[config.mk]
export PLATFORM = sky130hd
export DESIGN_NAME = dag_core
export DESIGN_NICKNAME = d
export VERILOG_FILES = /design/src/pkg/dag_pkg.sv /design/src/dag_core.sv
export SDC_FILE = /design/constraint.sdc
export NUM_CORES = 1
export LEC_CHECK = 0
export BUFFER_PORTS_ARGS = -buffer_cell sky130_fd_sc_hd__buf_2
export CORE_ASPECT_RATIO = 2
export CORE_MARGIN = 10
export CORE_UTILIZATION = 55
export CTS_CLUSTER_DIAMETER = 200
export DETAILED_ROUTE_END_ITERATION = 10
export GPL_TIMING_DRIVEN = 0
export PLACE_DENSITY = 0.89
export SYNTH_ARGS = -nofsm -noshare
export SYNTH_HDL_FRONTEND = slang
export SYNTH_SLANG_ARGS = --single-unit
[constraint.sdc]
create_clock -name clock_i -period 3.93 [get_ports clock_i]
set_input_delay 0.393 -clock clock_i [delete_from_list [all_inputs] [get_ports clock_i]]
set_output_delay 0.393 -clock clock_i [all_outputs]
set_load 0.005 [all_outputs]
[src/pkg/dag_pkg.sv]
// Constants, modes, states and carrier structs of the data address generator
package dag_pkg;
   // Data-space areas
   localparam logic [15:0] DAG_RAM_LAST = 16'hfdff;
   localparam logic [15:0] DAG_SFR_BASE = 16'hfe00;
   localparam logic [15:0] DAG_SFR_LAST = 16'hfeff;
   localparam logic [15:0] DAG_SYS_BASE = 16'hff00;
   localparam logic [7:0] DAG_SFR_HI = 8'hfe;
   localparam logic [7:0] DAG_SYS_HI = 8'hff;
   // Core registers in the special-function area
   localparam logic [15:0] DAG_ACC_ADDR = 16'hfe00;
   localparam logic [15:0] DAG_HIGH_ADDR = 16'hfe01;
   localparam logic [15:0] DAG_INDEX_ADDR = 16'hfe02;
   // Byte returned by a load that overflows the RAM area
   localparam logic [7:0] DAG_OVF_BYTE = 8'hff;
   // Instruction lengths of direct forms
   localparam logic [1:0] DAG_SHORT_BYTES = 2'h2;
   localparam logic [1:0] DAG_LONG_BYTES = 2'h3;
   // Pointer count and cycles from a taken pointer request to its result
   localparam int DAG_POINTERS = 64;
   localparam int DAG_PTR_LATENCY = 4;

   typedef enum logic [2:0] {
      DAG_M_IMM = 3'h0,
      DAG_M_PTR = 3'h1,
      DAG_M_PTR_IDX = 3'h2,
      DAG_M_DISP = 3'h3,
      DAG_M_DIRECT = 3'h4,
      DAG_M_TABLE = 3'h5,
      DAG_M_EXTERN = 3'h6
   } dag_mode_t;

   typedef enum logic [1:0] {
      DAG_A_RAM = 2'h0,
      DAG_A_SFR = 2'h1,
      DAG_A_SYS = 2'h2
   } dag_area_t;

   // Gray-coded walk: idle, low byte, high byte, calculate
   typedef enum logic [1:0] {
      DAG_S_IDLE = 2'b00,
      DAG_S_RD_LO = 2'b01,
      DAG_S_RD_HI = 2'b11,
      DAG_S_CALC = 2'b10
   } dag_state_t;

   typedef struct packed {
      logic valid;
      dag_mode_t mode;
      logic [5:0] ptr_sel;
      logic [7:0] index;
      logic [6:0] disp;
      logic [15:0] direct;
      logic [15:0] imm;
      logic imm_word;
      logic long_load_form;
   } dag_req_t;

   typedef struct packed {
      logic valid;
      dag_mode_t mode;
      logic [15:0] base;
      logic [15:0] sum;
      logic [15:0] addr;
      dag_area_t area;
      logic force_ff;
      logic [15:0] value;
      logic imm_word;
      logic acc_sel;
      logic high_sel;
      logic index_sel;
      logic [1:0] instr_bytes;
   } dag_res_t;

   typedef struct packed {
      dag_state_t st;
      dag_mode_t mode;
      logic [7:0] index;
      logic [6:0] disp;
      logic [7:0] lo;
      logic ram_rd;
      logic [15:0] ram_addr;
      logic ready;
      dag_res_t res;
   } dag_regs_t;
endpackage

[src/dag_core.sv]
// Effective-address generator for data memory of the 8-bit core
//
// Operation
// - Seven modes: immediate, pointer, pointer+index, displacement, direct, table, external.
// - Immediate operand comes from the instruction, one byte or one word wide.
// - Pointer mode selects one of 64 pointers; its value is the address unchanged.
// - Pointer read from two consecutive RAM bytes, low byte first.
// - The 64 pointers live in ordinary RAM at bytes 0 to 7FH.
// - Pointer+index adds the index register as a signed byte.
// - Displacement mode adds a signed 7-bit value to pointer zero.
// - Areas: RAM to FDFFH, special function FE00H-FEFFH, reserved FF00H up.
// - The unmodified pointer fixes the area; the sum may not leave it.
// - RAM base with sum outside RAM makes a byte load return 0FFH.
// - Special-function base keeps only the low sum byte, added to FE00H.
// - Same confinement applies to the displacement mode.
// - Computed addresses in the special-function area reach the core registers.
// - Accumulator FE00H, high operand FE01H, index register FE02H.
// - Direct mode uses the operand address with no arithmetic.
// - Direct forms differ in length; the long load form has fixed three bytes.
`timescale 1ns/1ps
`default_nettype none
module dag_core (
   input wire logic clock_i,
   input wire logic rst_n_i,
   input wire dag_pkg::dag_req_t req_i,
   output logic ready_o,
   output logic ram_rd_o,
   output logic [15:0] ram_addr_o,
   input wire logic [7:0] ram_rdata_i,
   output dag_pkg::dag_res_t res_o
);
   import dag_pkg::*;

   ////////////////////////////////////////////////////////////////////////
   // Helpers

   // Area decode of a 16-bit data address
   function automatic dag_area_t area_of(input logic [15:0] a);
      if (a <= DAG_RAM_LAST) begin
         area_of = DAG_A_RAM;
      end else if (a <= DAG_SFR_LAST) begin
         area_of = DAG_A_SFR;
      end else begin
         area_of = DAG_A_SYS;
      end
   endfunction

   // Fill the result for a final address, with core register hits
   function automatic dag_res_t finish(input dag_mode_t m, input logic [15:0] base,
                                       input logic [15:0] sum, input logic [15:0] addr,
                                       input logic ovf);
      dag_res_t r;
      r = '0;
      r.valid = 1'b1;
      r.mode = m;
      r.base = base;
      r.sum = sum;
      r.addr = addr;
      // Area follows the unmodified base, so an overflowed RAM sum still reports RAM
      r.area = area_of(base);
      r.force_ff = ovf;
      r.value = ovf ? {8'h00, DAG_OVF_BYTE} : 16'h0000;
      r.acc_sel = !ovf && addr == DAG_ACC_ADDR;
      r.high_sel = !ovf && addr == DAG_HIGH_ADDR;
      r.index_sel = !ovf && addr == DAG_INDEX_ADDR;
      finish = r;
   endfunction

   // Confine an indexed sum to the area of its base
   function automatic dag_res_t confine(input dag_mode_t m, input logic [15:0] base,
                                        input logic [15:0] sum);
      dag_res_t r;
      r = '0;
      case (area_of(base))
         DAG_A_RAM: begin
            // Overflow keeps the address but suppresses the access
            r = finish(m, base, sum, sum, area_of(sum) != DAG_A_RAM);
         end
         DAG_A_SFR: begin
            r = finish(m, base, sum, {DAG_SFR_HI, sum[7:0]}, 1'b0);
         end
         default: begin
            // Reserved area wraps in its own page the same way
            r = finish(m, base, sum, {DAG_SYS_HI, sum[7:0]}, 1'b0);
         end
      endcase
      confine = r;
   endfunction

   ////////////////////////////////////////////////////////////////////////
   // State

   dag_regs_t q_r;
   dag_regs_t q_nxt;
   logic take;
   logic [15:0] ptr_val;
   logic [15:0] sum_idx;
   logic [15:0] sum_disp;

   assign take = req_i.valid && q_r.ready;
   // High byte arrives now, low byte was caught one cycle earlier
   assign ptr_val = {ram_rdata_i, q_r.lo};
   // Sign extension before the add keeps negative steps exact
   assign sum_idx = ptr_val + {{8{q_r.index[7]}}, q_r.index};
   assign sum_disp = ptr_val + {{9{q_r.disp[6]}}, q_r.disp};

   // Next-state logic; RAM answers one cycle after each read strobe
   always_comb begin
      q_nxt = q_r;
      q_nxt.res.valid = 1'b0;
      q_nxt.ram_rd = 1'b0;
      case (q_r.st)
         DAG_S_IDLE: begin
            if (take) begin
               case (req_i.mode)
                  DAG_M_IMM: begin
                     q_nxt.res = '0;
                     q_nxt.res.valid = 1'b1;
                     q_nxt.res.mode = req_i.mode;
                     q_nxt.res.imm_word = req_i.imm_word;
                     // Byte form zero-fills the upper half
                     q_nxt.res.value = req_i.imm_word ? req_i.imm : {8'h00, req_i.imm[7:0]};
                  end
                  DAG_M_DIRECT: begin
                     q_nxt.res = finish(req_i.mode, req_i.direct, req_i.direct,
                                        req_i.direct, 1'b0);
                     q_nxt.res.instr_bytes = req_i.long_load_form ? DAG_LONG_BYTES
                                                                  : DAG_SHORT_BYTES;
                  end
                  DAG_M_PTR, DAG_M_PTR_IDX, DAG_M_DISP, DAG_M_TABLE, DAG_M_EXTERN: begin
                     q_nxt.st = DAG_S_RD_LO;
                     q_nxt.ready = 1'b0;
                     q_nxt.mode = req_i.mode;
                     q_nxt.index = req_i.index;
                     q_nxt.disp = req_i.disp;
                     q_nxt.ram_rd = 1'b1;
                     // Pointer n sits at RAM bytes 2n and 2n+1; zero for displacement
                     q_nxt.ram_addr = (req_i.mode == DAG_M_DISP) ? 16'h0000
                                      : {9'h000, req_i.ptr_sel, 1'b0};
                  end
                  default: begin
                     q_nxt.res = '0; // Undefined code: answered as empty immediate
                     q_nxt.res.valid = 1'b1;
                  end
               endcase
            end
         end
         DAG_S_RD_LO: begin
            q_nxt.st = DAG_S_RD_HI;
            q_nxt.ram_rd = 1'b1;
            q_nxt.ram_addr = q_r.ram_addr + 16'h0001;
         end
         DAG_S_RD_HI: begin
            q_nxt.st = DAG_S_CALC;
            q_nxt.lo = ram_rdata_i; // Low byte first
         end
         DAG_S_CALC: begin
            q_nxt.st = DAG_S_IDLE;
            q_nxt.ready = 1'b1;
            case (q_r.mode)
               DAG_M_PTR_IDX: q_nxt.res = confine(q_r.mode, ptr_val, sum_idx);
               DAG_M_DISP: q_nxt.res = confine(q_r.mode, ptr_val, sum_disp);
               // Plain pointer, and the low word handed on for table and external use
               default: q_nxt.res = finish(q_r.mode, ptr_val, ptr_val, ptr_val, 1'b0);
            endcase
         end
         default: begin
            q_nxt.st = DAG_S_IDLE;
            q_nxt.ready = 1'b1;
         end
      endcase
   end

   // Single register bank for all state
   always_ff @(posedge clock_i) begin
      if (!rst_n_i) begin
         q_r <= '0;
         q_r.ready <= 1'b1;
      end else begin
         q_r <= q_nxt;
      end
   end

   assign ready_o = q_r.ready;
   assign ram_rd_o = q_r.ram_rd;
   assign ram_addr_o = q_r.ram_addr;
   assign res_o = q_r.res;

   ////////////////////////////////////////////////////////////////////////
   // Assertions

   logic ptr_mode;
   assign ptr_mode = req_i.mode inside {DAG_M_PTR, DAG_M_PTR_IDX, DAG_M_TABLE, DAG_M_EXTERN};

   property p_ptr_lo;
      @(posedge clock_i) disable iff (!rst_n_i)
      take && ptr_mode |=> ram_rd_o && ram_addr_o == {9'h000, $past(req_i.ptr_sel), 1'b0};
   endproperty
   a_ptr_lo: assert property (p_ptr_lo) else $error("pointer low byte address wrong");

   property p_ptr_hi;
      @(posedge clock_i) disable iff (!rst_n_i)
      ram_rd_o && q_r.st == DAG_S_RD_LO |=> ram_rd_o && ram_addr_o == $past(ram_addr_o) + 16'h1;
   endproperty
   a_ptr_hi: assert property (p_ptr_hi) else $error("pointer high byte not next");

   property p_imm;
      @(posedge clock_i) disable iff (!rst_n_i)
      take && req_i.mode == DAG_M_IMM && !req_i.imm_word
      |=> res_o.valid && res_o.value == {8'h00, $past(req_i.imm[7:0])};
   endproperty
   a_imm: assert property (p_imm) else $error("byte immediate wrong");

   property p_direct;
      @(posedge clock_i) disable iff (!rst_n_i)
      take && req_i.mode == DAG_M_DIRECT |=> res_o.valid && res_o.addr == $past(req_i.direct)
         && res_o.instr_bytes == ($past(req_i.long_load_form) ? 2'h3 : 2'h2);
   endproperty
   a_direct: assert property (p_direct) else $error("direct address or length wrong");

   property p_ptr_plain;
      @(posedge clock_i) disable iff (!rst_n_i)
      take && req_i.mode == DAG_M_PTR
      |-> ##4 res_o.valid && res_o.addr == {$past(ram_rdata_i, 1), $past(ram_rdata_i, 2)};
   endproperty
   a_ptr_plain: assert property (p_ptr_plain) else $error("pointer value altered");

   property p_busy;
      @(posedge clock_i) disable iff (!rst_n_i)
      take && ptr_mode |=> !ready_o [*3] ##1 ready_o;
   endproperty
   a_busy: assert property (p_busy) else $error("pointer sequence length wrong");

   property p_sfr_wrap;
      @(posedge clock_i) disable iff (!rst_n_i)
      res_o.valid && res_o.mode inside {DAG_M_PTR_IDX, DAG_M_DISP}
         && res_o.base[15:8] == 8'hfe |-> res_o.addr == {8'hfe, res_o.sum[7:0]};
   endproperty
   a_sfr_wrap: assert property (p_sfr_wrap) else $error("area wrap lost");

   property p_ram_ovf;
      @(posedge clock_i) disable iff (!rst_n_i)
      res_o.valid && res_o.mode inside {DAG_M_PTR_IDX, DAG_M_DISP} && res_o.base <= 16'hfdff
         |-> res_o.force_ff == (res_o.sum > 16'hfdff)
             && (!res_o.force_ff || res_o.value == 16'h00ff);
   endproperty
   a_ram_ovf: assert property (p_ram_ovf) else $error("RAM overflow not flagged");

   property p_index_sel;
      @(posedge clock_i) disable iff (!rst_n_i)
      res_o.valid && !res_o.force_ff && res_o.mode != DAG_M_IMM
         |-> res_o.index_sel == (res_o.addr == 16'hfe02)
             && res_o.acc_sel == (res_o.addr == 16'hfe00);
   endproperty
   a_index_sel: assert property (p_index_sel) else $error("core register select wrong");
endmodule // dag_core
`default_nettype wire

== Yosys cells after proc, flatten, opt, wreduce, memory -nomap -nowiden ==
Cells that the tools add are included.
Storage, ports and cells
  output and inout bits: 95
  register bits: 123
  input port bits: 69
Operators by class
  muxes and demuxes: 34
  eq/ne operators: 32
  $add $sub $neg: 3
  reductions and logical operators: 25
  order comparisons: 8
Operator list (number)
  one-hot mux 77 bit (3 select lines): 1
  equality test 16 bit, second input constant: 12
  one-hot mux 41 bit (2 select lines): 2
  one-hot mux 78 bit (2 select lines): 1
  less-or-equal comparator 16 bit, second input constant: 8
  one-hot mux 57 bit (2 select lines): 1
  2-to-1 mux 95 bit: 1
  2-to-1 mux 20 bit: 2
  2-to-1 mux 2 bit: 18
  one-hot mux 17 bit (2 select lines): 1
  adder 16 bit: 2
  2-to-1 mux 18 bit: 1
  adder 16 x 1 -> 16 bit, second input constant: 1
  equality test 8 x 1 -> 1 bit, second input constant: 2
  equality test 8 x 2 -> 1 bit, second input constant: 2
  logical NOT 8 bit: 2
  2-to-1 mux 16 bit: 1
  2-to-1 mux 8 bit: 2
  equality test 3 x 2 -> 1 bit, second input constant: 4
  AND reduction 3 bit: 4
  equality test 3 bit, second input constant: 3
  one-hot mux 2 bit (4 select lines): 1
  nonzero test 2 bit: 4
  logical AND 1 bit: 7
  12 further kinds: 19

== Logic depth before layout (Yosys ltp) ==
Gate-level depths: netlist (run 1).
  depth in word-level cells: 15
  mapped depth: 11
  gate-level depth less buffers: 10

== Worst setup path after synthesis (run 1) ==
Ideal clock, no wire load.
  kind: register -> register
  start point: register q_r, in the netlist ptr_val[0]
  end point: register q_r, in the netlist res_o[22]
  stages on the path, launching flop included: 11
  buffers on the path: 1
  library setup time: 0.075 ns
  slack: 0.844 ns
  arrival time: 3.011 ns
  clock period less this slack: 3.086 ns
  cell sequence: dfxtp_1 -> ha_1 -> fa_1 -> a21o_1 -> a221oi_1 -> o21ai_1 -> a221oi_1 -> xor2_1 -> or4_1 -> buf_6 -> a31oi_1
On the way
  word-level cells in the longest chain between the ends: 11
Ends and longest elaborated chain
  start, declared: line dag_core.sv:93  | dag_regs_t q_r;
  start signal, assigned: line dag_core.sv:180  | q_r <= q_nxt;
  adder 16 bit (on tied branches): line dag_core.sv:105, dag_core.sv:104
  less-or-equal comparator 16 bit: line dag_core.sv:41  | end else if (a <= DAG_SFR_LAST) begin
  2-to-1 mux 2 bit: line dag_core.sv:41
  2-to-1 mux 2 bit: line dag_core.sv:39  | if (a <= DAG_RAM_LAST) begin
  2-to-1 mux 2 bit: line dag_core.sv:74  | case (area_of(base))
  2-to-1 mux 2 bit: line dag_core.sv:160  | case (q_r.mode)
  2-to-1 mux 2 bit: line dag_core.sv:112  | case (q_r.st)
  nonzero test 2 bit: line dag_core.sv:77  | r = finish(m, base, sum, sum, area_of(sum) != DAG_A_RAM);
  one-hot mux 41 bit (2 select lines): line dag_core.sv:74
  one-hot mux 57 bit (2 select lines) *: line dag_core.sv:160
  one-hot mux 78 bit (2 select lines) *: line dag_core.sv:112
Mark *: on every way between the ends. The rest lies on a longest branch, timed or not. The select of a mux whose other input is x is not followed.
A chain may end at the register's enable or synchronous reset.

== Worst setup path in the final report (run 1) ==
  start point: register q_r, in the netlist ptr_val[1]
  end point: register q_r, in the netlist res_o[22]
Same word-level chain as after synthesis.

==> results.cfg, run 1 <==
[cts]
numCtsBuffers = 17
postCtsHoldBufs = 0
htree_levels = 4
cts.clk_slew.worst_paths_ns = 0.06
cts_tree = yes
root_buffer = clkbuf_16
clock_path_buffers = 2
clk_latency_ns = 0.42
cts_sinks = 115

[logic_synthesis]
synthDistinctLibCells = 66
synthFlopType = dfxtp_1
synthCells = 916
ys_async_sr_fraction_pct = 0
synth.avg_cell_area_um2 = 7.978
yosysWarnings = 0
synth-seq-cells = 115
ys_seq_area_share_pct = 31.50
synth_area_um2 = 7308
syn_nets = 1018
synth-edff-count = 0

[final_layout]
ff_latch_area_um2 = 2302
layout-drive-gt1-share_pct = 27.57
syn_to_final_growth_pct = 22.53
fillers = 1068
layout.nets = 1199
layout_commonest_cell = buf_2
mostFrequentLayoutCells = 164 x buf_2, 115 x dfxtp_1, 97 x nand2_1
multi_input_area_um2 = 4073

[grt]
grt_use_total_pct = 27.24
grt_pass1_wl_mm = 40.05
antenna_found_initial = 1
grt_pass1_vias = 7896
grt_max_degree = 17
overflow = 0

[timing]
timing.final.crit_period_ns = 3.617
fmax_mhz = 276.5
fin_crit_sh_pct = 92.04
grt_setup_unrepaired = false
skew_ns = 0.008450
setup_violations = 0
hold-worst-slack_ns = 0.2070
hold_viol = 0
finalSetupTns_ns = 0
slew_viol_final = 0
slew_headroom_pct = 40.02
worst_pin_slew_ns = 0.8948

[critical_path]
crit_slowest_cell = o31ai_1
cp_slowest_stage_delay_ns = 0.74
worstPathMaxFanout = 10
crit_type = flip-flop to flip-flop
crit_buf_inv = 0
crit_chain = ha_1, a211oi_1, o31ai_1, o21ai_0, a21oi_1, xnor2_1, nand3_1, nand4b_1, a31oi_1
cp-end-kind = flip-flop
cp.required_ns = 4.28
cp.arrival_ns = 3.97
crit_family = compound AO/OA/AOI/OAI gates
critPathLaunchType = flip-flop

[placed_design]
place.gp.congestion = 0.9861
port_buffers = 162
dp_hpwl_mm = 19.64

[drt]
drcViolationCount = 0
routedWlPerCell_um = 20.66
drtPass1Iterations = 8
wirelength_mm = 26.12
ant_nets = 0
drtIter0Drc = 1071
vias_per_cell = 6.332
vias = 8004

[flow_run]
maxCapViolations = 0

[power]
p_leak_nw = 4.050
peakVddDrop_uv = 511.6
powerDensity_nw_per_um2 = 399.9

[floorplan]
die_x_um = 101.5
num_io_pins = 164
start_util_pct = 56.25
rows = 59
die_h_um = 183.0
design.core.area_um2 = 12990
fp.dieArea_um2 = 18580

[worst_hold_path]
min_path_type = primary input to flip-flop

[outcome]
status = complete, no violations
==> flip-flops by register name, indices dropped and copies added, names as in the netlist <==
name	count
res_o	69
q_r	20
ram_addr_o	16
ptr_val	8
ram_rd_o	1
ready_o	1
==> timing repair <==
item / CTS / global route
resized for setup: 0 / 1
setup endpoints to repair: 0 / 9
buffers inserted: 0 / 0
==> worst reg2reg max path: cells and delay by family, from the launching register on <==
family	cells	cell delay (ns)
DFF	1	0.67
adders and majority gates	1	0.29
xor gates and xnor gates	1	0.17
and+or+nand+nor	2	0.65
AOI/OAI and AO/OA	5	1.76
==> logic make-up after synthesis <==
kind of cell | synth area share [%]
AND/OR/NAND/NOR | 18.90
AO/OA/AOI/OAI | 25.89
buffers and inverters | 12.93
flip-flops | 31.50
XOR/XNOR | 3.955
adder cells (fa/ha/maj) | 5.855
multiplexers | 0.9759
==> per-stage QoR <==
step	cell area [µm²]	utilization, %	cells	total power [W]	setup slack [ns]
2_1_floorplan	7308	-	916	0.001684	0.8438
3_3_place_gp	8309	63.95	1230	0.001894	0.2961
3_5_place_dp	8309	63.95	1230	0.001909	0.2851
4_1_cts	8939	68.80	1262	0.003551	0.2534
5_1_grt	8952	68.90	1263	0.003676	0.1040
6_report	8955	68.92	1264	0.003581	0.3129
==> per-layer routing <==
layer	track usage, %	wire [µm]	vias up
met3	6.852	2383	182
met4	21.34	2176	0
met1	25.23	8141	3665
met2	48.44	13420	548
li1	-	-	3609
met5	0	0	-
==> synth_stat cells (18+ instances only) <==
cell type,number,area [µm²]
a21boi_0,18,135.1
nor3_1,18,90.09
nand3_1,26,130.1
dfxtp_1,115,2302
a31oi_1,19,118.9
nor2_1,82,307.8
clkbuf_1,46,172.7
a222oi_1,22,220.2
ha_1,31,387.9
buf_4,93,698.2
o21ai_0,46,230.2
xnor2_1,20,175.2
a21oi_1,70,350.3
nand2_1,97,364.1
==> path summary, 6_finish.rpt <==
kind / slack, ns / depth (start not counted) / end / startpoint
max: 0.31 / 9 / res_o[22] / ptr_val[1]
min: 0.21 / 3 / q_r[114] / req_i[45]
max reg2reg: 0.31 / 9 / res_o[22] / ptr_val[1]
min reg2reg: 0.46 / 2 / q_r[114] / q_r[114]
==> where the power goes <==
group	internal, W	switching [W]	total [W]
Clock	0.00111	0.000560	0.00167
Combinational	0.000259	0.000380	0.000639
Sequential	0.00122	0.0000497	0.00127
Total	0.00259	0.000990	0.00358
==> layout make-up <==
| class | count | area share, % |
|---|---|---|
| Multi-Input combinational cell | 645 | 45.48 |
| Sequential cell | 115 | 25.71 |
| Buffer | 145 | 10.09 |
| Timing Repair Buffer | 162 | 9.054 |
| Clock buffer | 23 | 5.337 |
| Tap cell | 152 | 2.124 |
| Clock inverter | 9 | 1.691 |
| Inverter | 11 | 0.4611 |
| Antenna cell | 2 | 0.05589 |
(Power assumes the default switching activity.)
==> run 2, diff against run 1 <==
--- a/config.mk
+++ b/config.mk
@@ -13,6 +13,7 @@
 export DETAILED_ROUTE_END_ITERATION = 10
 export GPL_TIMING_DRIVEN = 0
 export PLACE_DENSITY = 0.89
+export SKIP_CTS_REPAIR_TIMING = 1
 export SYNTH_ARGS = -nofsm -noshare
 export SYNTH_HDL_FRONTEND = slang
 export SYNTH_SLANG_ARGS = --single-unit
==> constraint.sdc (replaced) <==
create_clock -name clock_i -period 3.5 [get_ports clock_i]
set_input_delay 0.35 -clock clock_i [delete_from_list [all_inputs] [get_ports clock_i]]
set_output_delay 0.35 -clock clock_i [all_outputs]
set_load 0.005 [all_outputs]
==> results.cfg, run 2 (synthesis gave the netlist of run 1 again) <==
[outcome]
status = complete, no violations

[timing]
setup_violations = 0
slew_viol_final = 0
hold_viol = 0
skew_ns = 0.006842
fin_crit_sh_pct = 95.46
slew_headroom_pct = 41.66
fmax_mhz = 299.3
finalSetupTns_ns = 0
hold-worst-slack_ns = 0.1620
timing.final.crit_period_ns = 3.341
worst_pin_slew_ns = 0.8703

[placed_design]
port_buffers = 162
dp_hpwl_mm = 19.64
dpl.cell_count = 1230
place.gp.congestion = 0.9861

[final_layout]
fin_util_pct = 69.16
mostFrequentLayoutCells = 164 x buf_2, 113 x dfxtp_1, 97 x nand2_1
ff_latch_area_um2 = 2305
largest_reg_flops = 69
fillers = 1056
layout-drive-gt1-share_pct = 28.08
layout.nets = 1200
syn_to_final_growth_pct = 22.96
fin_cells = 1265
multi_input_area_um2 = 4094
layout_commonest_cell = buf_2
top_register = res_o

[power]
peakVddDrop_uv = 571.3
p_switching_w = 0.001116
p_leak_nw = 4.051
pwr-share-seq_pct = 35.5
powerDensity_nw_per_um2 = 448.1
p_int_w = 0.002910
total_power_w = 0.004027
pwr-share-comb_pct = 17.9
swShare_pct = 27.73
p_clk_share_pct = 46.6

[cts]
clock_path_buffers = 2
numCtsBuffers = 17
cts_tree = yes
htree_levels = 4
cts_sinks = 115
clk_latency_ns = 0.42
cts.clk_slew.worst_paths_ns = 0.06
root_buffer = clkbuf_16

[drt]
ant_nets = 0
drcViolationCount = 0
drtPass1Iterations = 10
routedWlPerCell_um = 20.81
vias = 8021
drtIter0Drc = 1077
vias_per_cell = 6.341
wirelength_mm = 26.33

[critical_path]
crit_chain = ha_1, o211ai_4, o211ai_1, a31o_2, a21oi_2, or3_1, a2111o_1, or4_1, buf_6, a31oi_1
cp_slowest_stage_delay_ns = 0.55
crit_family = compound AO/OA/AOI/OAI gates
cp.required_ns = 3.85
cp.arrival_ns = 3.69
critPathLaunchType = flip-flop
crit_buf_inv = 1
worstPathMaxFanout = 9
cp-end-kind = flip-flop
crit_slowest_cell = dfxtp_1
crit_type = flip-flop to flip-flop

[grt]
grt_max_degree = 17
antenna_found_initial = 1
grt_pass1_wl_mm = 40.05
grt_use_total_pct = 27.24
grt_pass1_vias = 7896
overflow = 0

[worst_hold_path]
min_path_type = primary input to flip-flop

[floorplan]
design.core.area_um2 = 12990
die_h_um = 183.0
die_x_um = 101.5
fp.dieArea_um2 = 18580
rows = 59
num_io_pins = 164
start_util_pct = 56.25

[flow_run]
maxCapViolations = 0
[run 2: worst paths after layout]
check | slack, ns | from | to | cells past startpoint
max | 0.16 | ptr_val[2] | res_o[8] | 10
min reg2reg | 0.46 | q_r[114] | q_r[114] | 2
max reg2reg | 0.16 | ptr_val[2] | res_o[8] | 10
min | 0.16 | req_i[48] | q_r[117] | 3
[run 2: metrics by stage]
step                area [µm²]  setup slack, ns
floorplan                 7308           0.4138
global placement          8309          -0.1339
detailed placement        8309          -0.1449
CTS                       8939          -0.1766
global route              8984         -0.01574
finish                    8986           0.1588
[run 2: worst register-to-register path, delay by kind of cell (launching register included)]
| kind | cells | cell delay [ns] |
|---|---|---|
| buf+inv | 1 | 0.17 |
| fa+ha+maj | 1 | 0.41 |
| compound gates | 6 | 1.30 |
| simple gates | 2 | 0.84 |
| flops | 1 | 0.55 |
[run 2: power by group through the flow]
stage / registers, W / logic (W) / clock network [W]
detailed placement: 0.00145 / 0.000690 / 0
finish: 0.00143 / 0.000719 / 0.00188
global placement: 0.00145 / 0.000676 / 0
global route: 0.00144 / 0.000784 / 0.00191
CTS: 0.00143 / 0.000700 / 0.00186
floorplan: 0.00144 / 0.000456 / 0
[run 2: cell type report]
type                       instances  area share [%]
multi-input combinational        645           45.56
tap                              152           2.116
antenna                            2         0.05569
sequential                       115           25.65
inverter                          11          0.4595
timing repair buffer             163           9.106
buffer                           145           10.05
clock inverter                     9           1.685
clock buffer                      23           5.319
[run 2: routing by layer]
layer,up-vias,GRT usage (%),share of wire (%)
met5,-,0,0
met4,0,21.34,8.3
met3,171,6.852,8.9
met2,554,48.44,51
met1,3674,25.23,31
li1,3622,-,-
